**src/inc/capstan_pkg.sv**
```systemverilog
// Shared constants, types and functions of the capstan speed regulator.
package capstan_pkg;
  localparam int PCLK_HZ = 125_000_000;
  localparam int REF_HZ = 2_000_000;
  localparam int PCLK_MHZ = PCLK_HZ / 1_000_000;
  localparam int REF_MHZ = REF_HZ / 1_000_000;
  localparam int REF_CNT_W = 9;
  localparam int INTERVAL_M3_US = 125;
  localparam int INTERVAL_M5_US = 75;
  localparam int INTERVAL_M7_US = 47;
  localparam logic [REF_CNT_W-1:0] REF_LIM_M3 = REF_CNT_W'(INTERVAL_M3_US * REF_MHZ);
  localparam logic [REF_CNT_W-1:0] REF_LIM_M5 = REF_CNT_W'(INTERVAL_M5_US * REF_MHZ);
  localparam logic [REF_CNT_W-1:0] REF_LIM_M7 = REF_CNT_W'(INTERVAL_M7_US * REF_MHZ);
  localparam logic [1:0] SPEED_M3 = 2'h0;
  localparam logic [1:0] SPEED_M5 = 2'h1;
  localparam logic [1:0] SPEED_M7 = 2'h2;
  localparam int GO_LAG_NS = 1000;
  localparam int GO_LAG_CYC = (GO_LAG_NS * PCLK_MHZ + 999) / 1000;
  localparam int SHOT_A_NS = 2000;
  localparam int SHOT_A_CYC = (SHOT_A_NS * PCLK_MHZ + 999) / 1000;
  localparam int SHOT_B_NS = 1000;
  localparam int SHOT_B_CYC = (SHOT_B_NS * PCLK_MHZ + 999) / 1000;
  localparam int SHOT_W = 9;
  localparam int DUTY_WINDOW = 24;
  localparam int DUTY_NORMAL_MAX = 7;
  localparam int DUTY_MARGINAL_MAX = 12;
  localparam int DUTY_CNT_W = 5;
  localparam int APB_ADDR_W = 12;
  localparam logic [APB_ADDR_W-1:0] REG_CTRL = 12'h000;
  localparam logic [APB_ADDR_W-1:0] REG_STATUS = 12'h004;
  localparam logic [APB_ADDR_W-1:0] REG_PERIOD = 12'h008;
  localparam logic [APB_ADDR_W-1:0] REG_DUTY = 12'h00C;
  localparam int CTRL_SPEED_LSB = 0;
  localparam int CTRL_HSREW_BIT = 2;
  localparam logic [1:0] CTRL_SPEED_RST = 2'h0;
  localparam logic CTRL_HSREW_RST = 1'h0;
  localparam int ST_FAST_BIT = 0;
  localparam int ST_ACCEL_BIT = 1;
  localparam int ST_GO_BIT = 2;
  localparam int ST_INHIBIT_BIT = 3;
  localparam int ST_DUTY_LSB = 4;
  localparam int DUTY_LAST_LSB = 0;
  localparam int DUTY_WIN_LSB = 8;

  typedef enum logic [1:0] {DUTY_NORMAL, DUTY_MARGINAL, DUTY_FAILING} duty_t;

  function automatic logic [REF_CNT_W-1:0] ref_limit(input logic [1:0] sel);
    logic [REF_CNT_W-1:0] lim;
    case (sel)
      SPEED_M5: lim = REF_LIM_M5;
      SPEED_M7: lim = REF_LIM_M7;
      default: lim = REF_LIM_M3;
    endcase
    return lim;
  endfunction

  function automatic duty_t duty_class(input logic [DUTY_CNT_W-1:0] d);
    duty_t c;
    if (d <= DUTY_CNT_W'(DUTY_NORMAL_MAX)) begin
      c = DUTY_NORMAL;
    end else if (d <= DUTY_CNT_W'(DUTY_MARGINAL_MAX)) begin
      c = DUTY_MARGINAL;
    end else begin
      c = DUTY_FAILING;
    end
    return c;
  endfunction
endpackage

```
**src/inc/capstan_if.sv**
```systemverilog
// Pulse streams and interval judgement passed between the regulator's modules.
`timescale 1ns/1ns
interface capstan_if;
  logic pulse_a;
  logic pulse_b;
  logic [1:0] speed_sel;
  logic fast;
  logic period_done;
  logic period_drive;
  logic [capstan_pkg::REF_CNT_W-1:0] period;
  modport shaper (output pulse_a, output pulse_b);
  modport judge (input pulse_a, input pulse_b, input speed_sel, output fast,
    output period_done, output period_drive, output period);
  modport ctrl (input fast, input period_done, input period_drive, input period,
    output speed_sel);
endinterface

```
**src/design/capstan_pulse_shaper.sv**
```systemverilog
// Tachometer input synchroniser and the two one-shots that form the A and B streams.
`timescale 1ns/1ns
module capstan_pulse_shaper #(
  parameter int SHOT_A_CYC = capstan_pkg::SHOT_A_CYC,
  parameter int SHOT_B_CYC = capstan_pkg::SHOT_B_CYC
) (
  input wire logic pclk,
  input wire logic presetn,
  input wire logic tach_in,
  capstan_if.shaper cp
);
  localparam int SW = capstan_pkg::SHOT_W;
  typedef struct packed {
    logic [2:0] sync;
    logic clean;
    logic [SW-1:0] shot_a;
    logic [SW-1:0] shot_b;
    logic pa;
    logic pb;
  } shaper_t;
  shaper_t st_reg;
  shaper_t st_next;
  logic rise;

  always_comb begin
    st_next = st_reg;
    rise = st_reg.sync[1] & st_reg.sync[2] & ~st_reg.clean;
    st_next.sync = {st_reg.sync[1:0], tach_in};
    if (st_reg.sync[1] == st_reg.sync[2]) begin
      st_next.clean = st_reg.sync[2];
    end
    if (rise) begin
      st_next.shot_a = SW'(SHOT_A_CYC);
      st_next.shot_b = SW'(SHOT_B_CYC);
    end else begin
      if (st_reg.shot_a != '0) begin
        st_next.shot_a = st_reg.shot_a - 1'b1;
      end
      if (st_reg.shot_b != '0) begin
        st_next.shot_b = st_reg.shot_b - 1'b1;
      end
    end
    st_next.pa = (st_next.shot_a != '0);
    st_next.pb = (st_next.shot_b != '0);
  end

  always_ff @(posedge pclk or negedge presetn) begin
    if (!presetn) begin
      st_reg <= '0;
    end else begin
      st_reg <= st_next;
    end
  end

  assign cp.pulse_a = st_reg.pa;
  assign cp.pulse_b = st_reg.pb;
endmodule

```
**src/design/capstan_interval_judge.sv**
```systemverilog
// Reference counter on a 2 MHz tick that judges each capstan pulse interval.
`timescale 1ns/1ns
module capstan_interval_judge (
  input wire logic pclk,
  input wire logic presetn,
  capstan_if.judge cp
);
  localparam int AW = 7;
  localparam int RW = capstan_pkg::REF_CNT_W;
  typedef struct packed {
    logic [AW-1:0] acc;
    logic tick;
    logic [RW-1:0] ref_cnt;
    logic ovf;
    logic fast;
    logic drive_seen;
    logic [RW-1:0] period;
    logic done;
    logic drv;
    logic a_prev;
    logic b_prev;
  } judge_t;
  judge_t st_reg;
  judge_t st_next;
  logic rise_a;
  logic rise_b;
  logic [AW-1:0] acc_sum;
  logic [RW-1:0] limit;
  logic [RW-1:0] cnt_inc;

  always_comb begin
    st_next = st_reg;
    rise_a = cp.pulse_a & ~st_reg.a_prev;
    rise_b = cp.pulse_b & ~st_reg.b_prev;
    limit = capstan_pkg::ref_limit(cp.speed_sel);
    acc_sum = st_reg.acc + AW'(capstan_pkg::REF_MHZ);
    cnt_inc = st_reg.ref_cnt + 1'b1;
    st_next.a_prev = cp.pulse_a;
    st_next.b_prev = cp.pulse_b;
    st_next.done = 1'b0;
    st_next.tick = (acc_sum >= AW'(capstan_pkg::PCLK_MHZ));
    st_next.acc = st_next.tick ? acc_sum - AW'(capstan_pkg::PCLK_MHZ) : acc_sum;
    if (!st_reg.fast) begin
      st_next.drive_seen = 1'b1;
    end
    if (st_reg.tick && !st_reg.ovf) begin
      st_next.ref_cnt = cnt_inc;
      if (cnt_inc >= limit) begin
        st_next.ovf = 1'b1;
        st_next.fast = 1'b0;
      end
    end
    if (rise_a) begin
      st_next.fast = ~st_reg.ovf;
      st_next.period = st_reg.ovf ? limit : st_reg.ref_cnt;
      st_next.drv = st_reg.drive_seen | ~st_reg.fast;
      st_next.done = 1'b1;
    end
    if (rise_b) begin
      st_next.ref_cnt = '0;
      st_next.ovf = 1'b0;
      st_next.drive_seen = 1'b0;
    end
  end

  always_ff @(posedge pclk or negedge presetn) begin
    if (!presetn) begin
      st_reg <= '0;
    end else begin
      st_reg <= st_next;
    end
  end

  assign cp.fast = st_reg.fast;
  assign cp.period_done = st_reg.done;
  assign cp.period_drive = st_reg.drv;
  assign cp.period = st_reg.period;
endmodule

```
**src/design/capstan_speed_regulator.sv**
```systemverilog
// Capstan speed regulator top: APB registers, move sequencing, drive and duty tracking.
//
// Behaviour
// - Pulse intervals are timed against a counter stepped at 2 MHz.
// - A pulse arriving before counter overflow marks the capstan fast.
// - Counter overflow before the next pulse marks the capstan slow.
// - Drive accelerates while not fast and coasts while fast.
// - Reference interval is 125, 75 or 47 us by selected speed variant.
// - A drive share near one in four periods is classed normal.
// - One period is the time between two successive capstan pulses.
// - A drive share near one to two periods is classed marginal.
// - A drive share near two to one periods is classed failing.
// - Write inhibit rises at the falling edge of the move request.
// - Capstan go drops shortly after write inhibit rises, never earlier.
// - Each tachometer pulse fires two one-shots giving the A and B streams.
// - Regulate speed normally; high-speed rewind drives at full speed.
`timescale 1ns/1ns
module capstan_speed_regulator #(
  parameter int SHOT_A_CYC = capstan_pkg::SHOT_A_CYC,
  parameter int SHOT_B_CYC = capstan_pkg::SHOT_B_CYC
) (
  input wire logic pclk,
  input wire logic presetn,
  input wire logic [capstan_pkg::APB_ADDR_W-1:0] paddr,
  input wire logic psel,
  input wire logic penable,
  input wire logic pwrite,
  input wire logic [31:0] pwdata,
  output logic [31:0] prdata,
  output logic pready,
  output logic pslverr,
  input wire logic tach_in,
  input wire logic move_req,
  output logic write_inhibit,
  output logic capstan_go,
  output logic drive_accel,
  output logic drive_coast
);
  // ----------------------------------------------------------------
  // Local sizes and state.
  // ----------------------------------------------------------------
  localparam int DW = capstan_pkg::DUTY_CNT_W;
  localparam int LW = 8;
  localparam int GO_DROP_MAX = 130;

  typedef enum logic [1:0] {SEQ_IDLE, SEQ_RUN, SEQ_LAG} seq_t;

  typedef struct packed {
    logic [2:0] mv_sync;
    logic mv_clean;
    logic mv_prev;
    logic [1:0] speed;
    logic hs_rew;
    seq_t seq;
    logic [LW-1:0] lag;
    logic inhibit;
    logic go;
    logic accel;
    logic coast;
    logic [DW-1:0] win;
    logic [DW-1:0] drv;
    logic [DW-1:0] last_drv;
    capstan_pkg::duty_t duty;
    logic [31:0] rdata;
    logic err;
  } reg_state_t;

  reg_state_t st_reg;
  reg_state_t st_next;
  logic mv_rise;
  logic mv_fall;
  logic setup;
  logic access;
  logic counting;
  logic closing;
  logic [DW-1:0] d_sum;

  // ----------------------------------------------------------------
  // Pulse shaping and interval judgement.
  // ----------------------------------------------------------------
  capstan_if cp ();

  capstan_pulse_shaper #(
    .SHOT_A_CYC(SHOT_A_CYC),
    .SHOT_B_CYC(SHOT_B_CYC)
  ) u_shaper (
    .pclk(pclk),
    .presetn(presetn),
    .tach_in(tach_in),
    .cp(cp.shaper)
  );

  capstan_interval_judge u_judge (
    .pclk(pclk),
    .presetn(presetn),
    .cp(cp.judge)
  );

  assign cp.speed_sel = st_reg.speed;

  // ----------------------------------------------------------------
  // Move request edges, taken after the synchroniser.
  // ----------------------------------------------------------------
  assign mv_rise = st_reg.mv_clean & ~st_reg.mv_prev;
  assign mv_fall = st_reg.mv_prev & ~st_reg.mv_clean;

  // ----------------------------------------------------------------
  // Next state.
  // ----------------------------------------------------------------
  always_comb begin
    st_next = st_reg;
    setup = psel & ~penable;
    access = psel & penable;
    counting = 1'b0;
    closing = 1'b0;
    d_sum = '0;

    st_next.mv_sync = {st_reg.mv_sync[1:0], move_req};
    if (st_reg.mv_sync[1] == st_reg.mv_sync[2]) begin
      st_next.mv_clean = st_reg.mv_sync[2];
    end
    st_next.mv_prev = st_reg.mv_clean;

    case (st_reg.seq)
      SEQ_IDLE: begin
        if (mv_rise) begin
          st_next.seq = SEQ_RUN;
          st_next.go = 1'b1;
          st_next.inhibit = 1'b0;
          st_next.win = '0;
          st_next.drv = '0;
        end
      end
      SEQ_RUN: begin
        if (mv_fall) begin
          st_next.seq = SEQ_LAG;
          st_next.inhibit = 1'b1;
          st_next.lag = LW'(capstan_pkg::GO_LAG_CYC - 1);
        end
      end
      SEQ_LAG: begin
        if (mv_rise) begin
          st_next.seq = SEQ_RUN;
          st_next.inhibit = 1'b0;
        end else if (st_reg.lag == '0) begin
          st_next.seq = SEQ_IDLE;
          st_next.go = 1'b0;
        end else begin
          st_next.lag = st_reg.lag - 1'b1;
        end
      end
      default: begin
        st_next.seq = SEQ_IDLE;
        st_next.go = 1'b0;
        st_next.inhibit = 1'b1;
      end
    endcase

    // Full power in high-speed rewind, otherwise the fast flag decides.
    st_next.accel = st_reg.go & (st_reg.hs_rew | ~cp.fast);
    st_next.coast = st_reg.go & ~st_reg.hs_rew & cp.fast;

    // Drive periods are tallied over a fixed window of capstan periods.
    counting = cp.period_done & st_reg.go & ~st_reg.hs_rew;
    d_sum = st_reg.drv + DW'(cp.period_drive);
    closing = counting & (st_reg.win == DW'(capstan_pkg::DUTY_WINDOW - 1));
    if (closing) begin
      st_next.last_drv = d_sum;
      st_next.duty = capstan_pkg::duty_class(d_sum);
      st_next.win = '0;
      st_next.drv = '0;
    end else if (counting) begin
      st_next.win = st_reg.win + 1'b1;
      st_next.drv = d_sum;
    end

    // Read data and error are prepared in the setup phase.
    if (setup) begin
      st_next.rdata = '0;
      st_next.err = 1'b0;
      case (paddr)
        capstan_pkg::REG_CTRL: begin
          st_next.rdata[capstan_pkg::CTRL_SPEED_LSB +: 2] = st_reg.speed;
          st_next.rdata[capstan_pkg::CTRL_HSREW_BIT] = st_reg.hs_rew;
        end
        capstan_pkg::REG_STATUS: begin
          st_next.rdata[capstan_pkg::ST_FAST_BIT] = cp.fast;
          st_next.rdata[capstan_pkg::ST_ACCEL_BIT] = st_reg.accel;
          st_next.rdata[capstan_pkg::ST_GO_BIT] = st_reg.go;
          st_next.rdata[capstan_pkg::ST_INHIBIT_BIT] = st_reg.inhibit;
          st_next.rdata[capstan_pkg::ST_DUTY_LSB +: 2] = st_reg.duty;
        end
        capstan_pkg::REG_PERIOD: begin
          st_next.rdata[capstan_pkg::REF_CNT_W-1:0] = cp.period;
        end
        capstan_pkg::REG_DUTY: begin
          st_next.rdata[capstan_pkg::DUTY_LAST_LSB +: DW] = st_reg.last_drv;
          st_next.rdata[capstan_pkg::DUTY_WIN_LSB +: DW] = st_reg.win;
        end
        default: begin
          st_next.err = 1'b1;
        end
      endcase
    end

    // Only the control register takes writes; others ignore them.
    if (access && pwrite && !st_reg.err && paddr == capstan_pkg::REG_CTRL) begin
      st_next.speed = pwdata[capstan_pkg::CTRL_SPEED_LSB +: 2];
      st_next.hs_rew = pwdata[capstan_pkg::CTRL_HSREW_BIT];
    end
  end

  // ----------------------------------------------------------------
  // State register.
  // ----------------------------------------------------------------
  always_ff @(posedge pclk or negedge presetn) begin
    if (!presetn) begin
      st_reg <= '0;
      st_reg.speed <= capstan_pkg::CTRL_SPEED_RST;
      st_reg.hs_rew <= capstan_pkg::CTRL_HSREW_RST;
      st_reg.inhibit <= 1'b1;
    end else begin
      st_reg <= st_next;
    end
  end

  // ----------------------------------------------------------------
  // Outputs.
  // ----------------------------------------------------------------
  assign pready = 1'b1;
  assign pslverr = access & st_reg.err;
  assign prdata = st_reg.rdata;
  assign write_inhibit = st_reg.inhibit;
  assign capstan_go = st_reg.go;
  assign drive_accel = st_reg.accel;
  assign drive_coast = st_reg.coast;
endmodule

```
**config.mk**
```make
export PLATFORM = sky130hd
export DESIGN_NAME = capstan_speed_regulator
export DESIGN_NICKNAME = d
export VERILOG_FILES = /design/src/inc/capstan_pkg.sv /design/src/inc/capstan_if.sv /design/src/design/capstan_pulse_shaper.sv /design/src/design/capstan_interval_judge.sv /design/src/design/capstan_speed_regulator.sv
export SDC_FILE = /design/constraint.sdc
export NUM_CORES = 1
export LEC_CHECK = 0
export BUFFER_PORTS_ARGS = -buffer_cell sky130_fd_sc_hd__clkbuf_2
export CAP_MARGIN = 20
export CORE_MARGIN = 2
export CORE_UTILIZATION = 63
export CTS_BUF_LIST = sky130_fd_sc_hd__clkbuf_8
export DETAILED_ROUTE_END_ITERATION = 12
export PLACE_DENSITY = 0.95
export SLEW_MARGIN = 0
export SYNTH_ARGS = -nofsm -noshare
export SYNTH_HDL_FRONTEND = slang
export SYNTH_HIERARCHICAL = 1
export SYNTH_SLANG_ARGS = --single-unit
```
**constraint.sdc**
```tcl
create_clock -name pclk -period 5.27 [get_ports pclk]
set_input_delay 0 -clock pclk [delete_from_list [all_inputs] [get_ports pclk]]
set_output_delay 0 -clock pclk [all_outputs]
set_load 0.02 [all_outputs]
```
==> flow_summary.ini <==
[floorplanning]
start_util = 0.650
core_area_mm2 = 0.00928
dieArea_mm2 = 0.0104
rows = 35
fp.dieH_um = 102
die_w_um = 102
boundaryPins = 89

[worst_setup_path]
r2r_setup_slack_ns = 2.70
r2r_start = u_judge/st_reg[16]
crit_type = reg2reg
r2r_cells = 10
critPathArrivalTime_ns = 2.81
critPathCaptureType = flip-flop
reg2reg_to = u_judge/st_reg[15]
crit_path_max_fanout = 5
crit_path_start_kind = flip-flop
required_ns = 5.51

[global_routing]
grtUsageTotal = 0.232
grt_max_degree = 70
overflow = 0
grt_pass1_wl_um = 19400
first_global_vias = 4336
antenna_found_initial = 0

[route]
drc = 0
totalWireLength_um = 11400
met2_length_um = 5710
top_layer = met4
avgRoutedWirePerCell_um = 15.0
drtPass1Iterations = 5
met3_length_um = 457
avgViaCountPerCell = 5.85
vias = 4454
drt_iter0_drc = 209
antenna_left = 0
wl_met1_um = 4940

[place]
gp_congestion = 0.915
hpwl_um = 8170
pre_cts_slack_ns = 2.73
portBuffers = 39
dp_cells = 737

[min_path]
holdCritPathClass = in2reg
min-delay-start = psel
whs_endpoint = st_reg[64]
hold_depth = 3

[pwr]
p_leak_uw = 0.00279
peakVddDrop_uv = 171
power.total_uw = 1890
p_per_area_mw_per_mm2 = 301

[synth]
yosysWarnings = 6
synth-async-reset-ratio = 1.00
synth_seq_cells = 110
yosysMostFrequentCell = dfrtp_1
yosysTopAreaCell = dfrtp_1
synth_edf_count = 0
syn_area_mm2 = 0.00603
synth-seq-area-share = 0.456
synth.distinct_cells = 74
synth_top_area_share = 0.452
synthTopCellsByArea = dfrtp_1 45%, buf_4 5.4%, ha_1 4.8%
synth_commonest_cells = 109 x dfrtp_1, 67 x nand2_1, 48 x nor2_1
syn_inst = 618
synth_area_per_cell_um2 = 9.76
synth_ff_type = dfrtp_1

[clock_network]
clk_latency_ns = 0.37
root_buffer = clkbuf_8
cts_resized = 0
cts_tree = built
cts_made_buffers = 9
h-tree-depth = 3
clock-sinks = 110
path_clk_slew_ns = 0.11
clockBufferDepth = 2

[timing]
hold_viol_final = 0
period_share = 0.488
timing.final.crit_period_ns = 2.57
rsz0062_at_grt = no
max_clock_freq_mhz = 389
tns_ns = 0
setup_ws_ns = 2.70
worst_slew_pin_slew_ns = 0.820
setup_viol = 0
drv_slew = 0
fin_skew_ns = 0.0173
maxSlewHeadroom = 0.454

[cells_and_area]
antenna_cells = 0
layout-drive-gt1-share = 0.141
postLayoutCoreUtil = 0.675
finalNonFillerCells = 761
nets = 701
largest_reg_flops = 31
syn_to_final_growth_pct = 3.80

[status]
status = finished clean

[run]
cap_violations = 0
[final cells by class]
cell class                 instances  area [um^2]
clock buffer                       9          124
clock inverter                     7         58.8
fill                             666         3020
inverter                          24         90.1
multi-input combinational        434         2790
sequential                       110         2750
tap                              129          161
timing repair buffer              48          285
[cell families (layout without fill, tap and decap cells)]
group,after synthesis,count (layout),synth area share
DFF,110,110,0.456
adders and majority gates,25,25,0.0510
xor gates and xnor gates,23,23,0.0334
AOI/OAI and AO/OA,118,118,0.122
muxes,21,21,0.0438
and+or+nand+nor,227,227,0.199
other,2,20,0.00124
buffers and inverters,92,88,0.0925
[stage by stage]
step                      hold slack, ns  instance area, um^2
final                             0.0263                 6260
after global routing              0.0164                 6260
after global placement           0.00666                 6000
after detailed placement          0.0128                 6000
after CTS                        0.00750                 6260
after floorplan                   -0.296                 6100
[worst max-delay path by stage]
| stage | startpoint | end | slack (ns) | cells after the start |
|---|---|---|---|---|
| final | u_judge/st_reg[16] | u_judge/st_reg[15] | 2.70 | 10 |
| after global routing | u_judge/st_reg[16] | u_judge/st_reg[15] | 2.54 | 10 |
| after CTS | u_judge/st_reg[16] | u_judge/st_reg[15] | 2.71 | 10 |
| after detailed placement | u_judge/st_reg[16] | u_judge/st_reg[15] | 2.73 | 10 |
| after global placement | u_judge/st_reg[16] | u_judge/st_reg[15] | 2.82 | 10 |
| after floorplan | u_judge/st_reg[16] | u_judge/st_reg[15] | 3.01 | 10 |
[critical path, stage by stage (launching register included)]
cell and delay [ns]:
dfrtp_1 0.45, ha_1 0.27, and3_4 0.23, nand3_1 0.09, xnor2_1 0.15, ha_1 0.34, nand3_1 0.10, mux2_4 0.16
o21ai_2 0.06, a2111oi_2 0.46, o21ai_1 0.13
[what timing repair did]
item | 4_1_cts | 5_1_grt
endpoints found under the hold margin | 48 | 0
hold buffers | 8 | 0
buffers inserted | 0 | 0
[layout by cell type (no fill, tap or decap), drive strengths merged, types with 9 or more instances in the layout]
cell    count
dfrtp     109
nand3      21
ha         23
nor2       49
conb       20
xnor2      14
a21oi      26
nand2b     12
clkbuf     47
inv        27
mux2       10
o21ai      50
and3        9
nor3        9
nand2      67
nor2b       9
xor2        9
[per-layer routing]
layer | vias to the layer above | track usage
met4 | 0 | 0.105
met5 | - | 0
met3 | 40 | 0.0342
li1 | 2114 | -
met2 | 142 | 0.405
met1 | 2158 | 0.287
[where the power goes]
| group | switching, uW | internal [uW] |
|---|---|---|
| Sequential | 117 | 930 |
| Clock | 290 | 179 |
| Combinational | 218 | 154 |
Power figures use the tool's default switching activity.
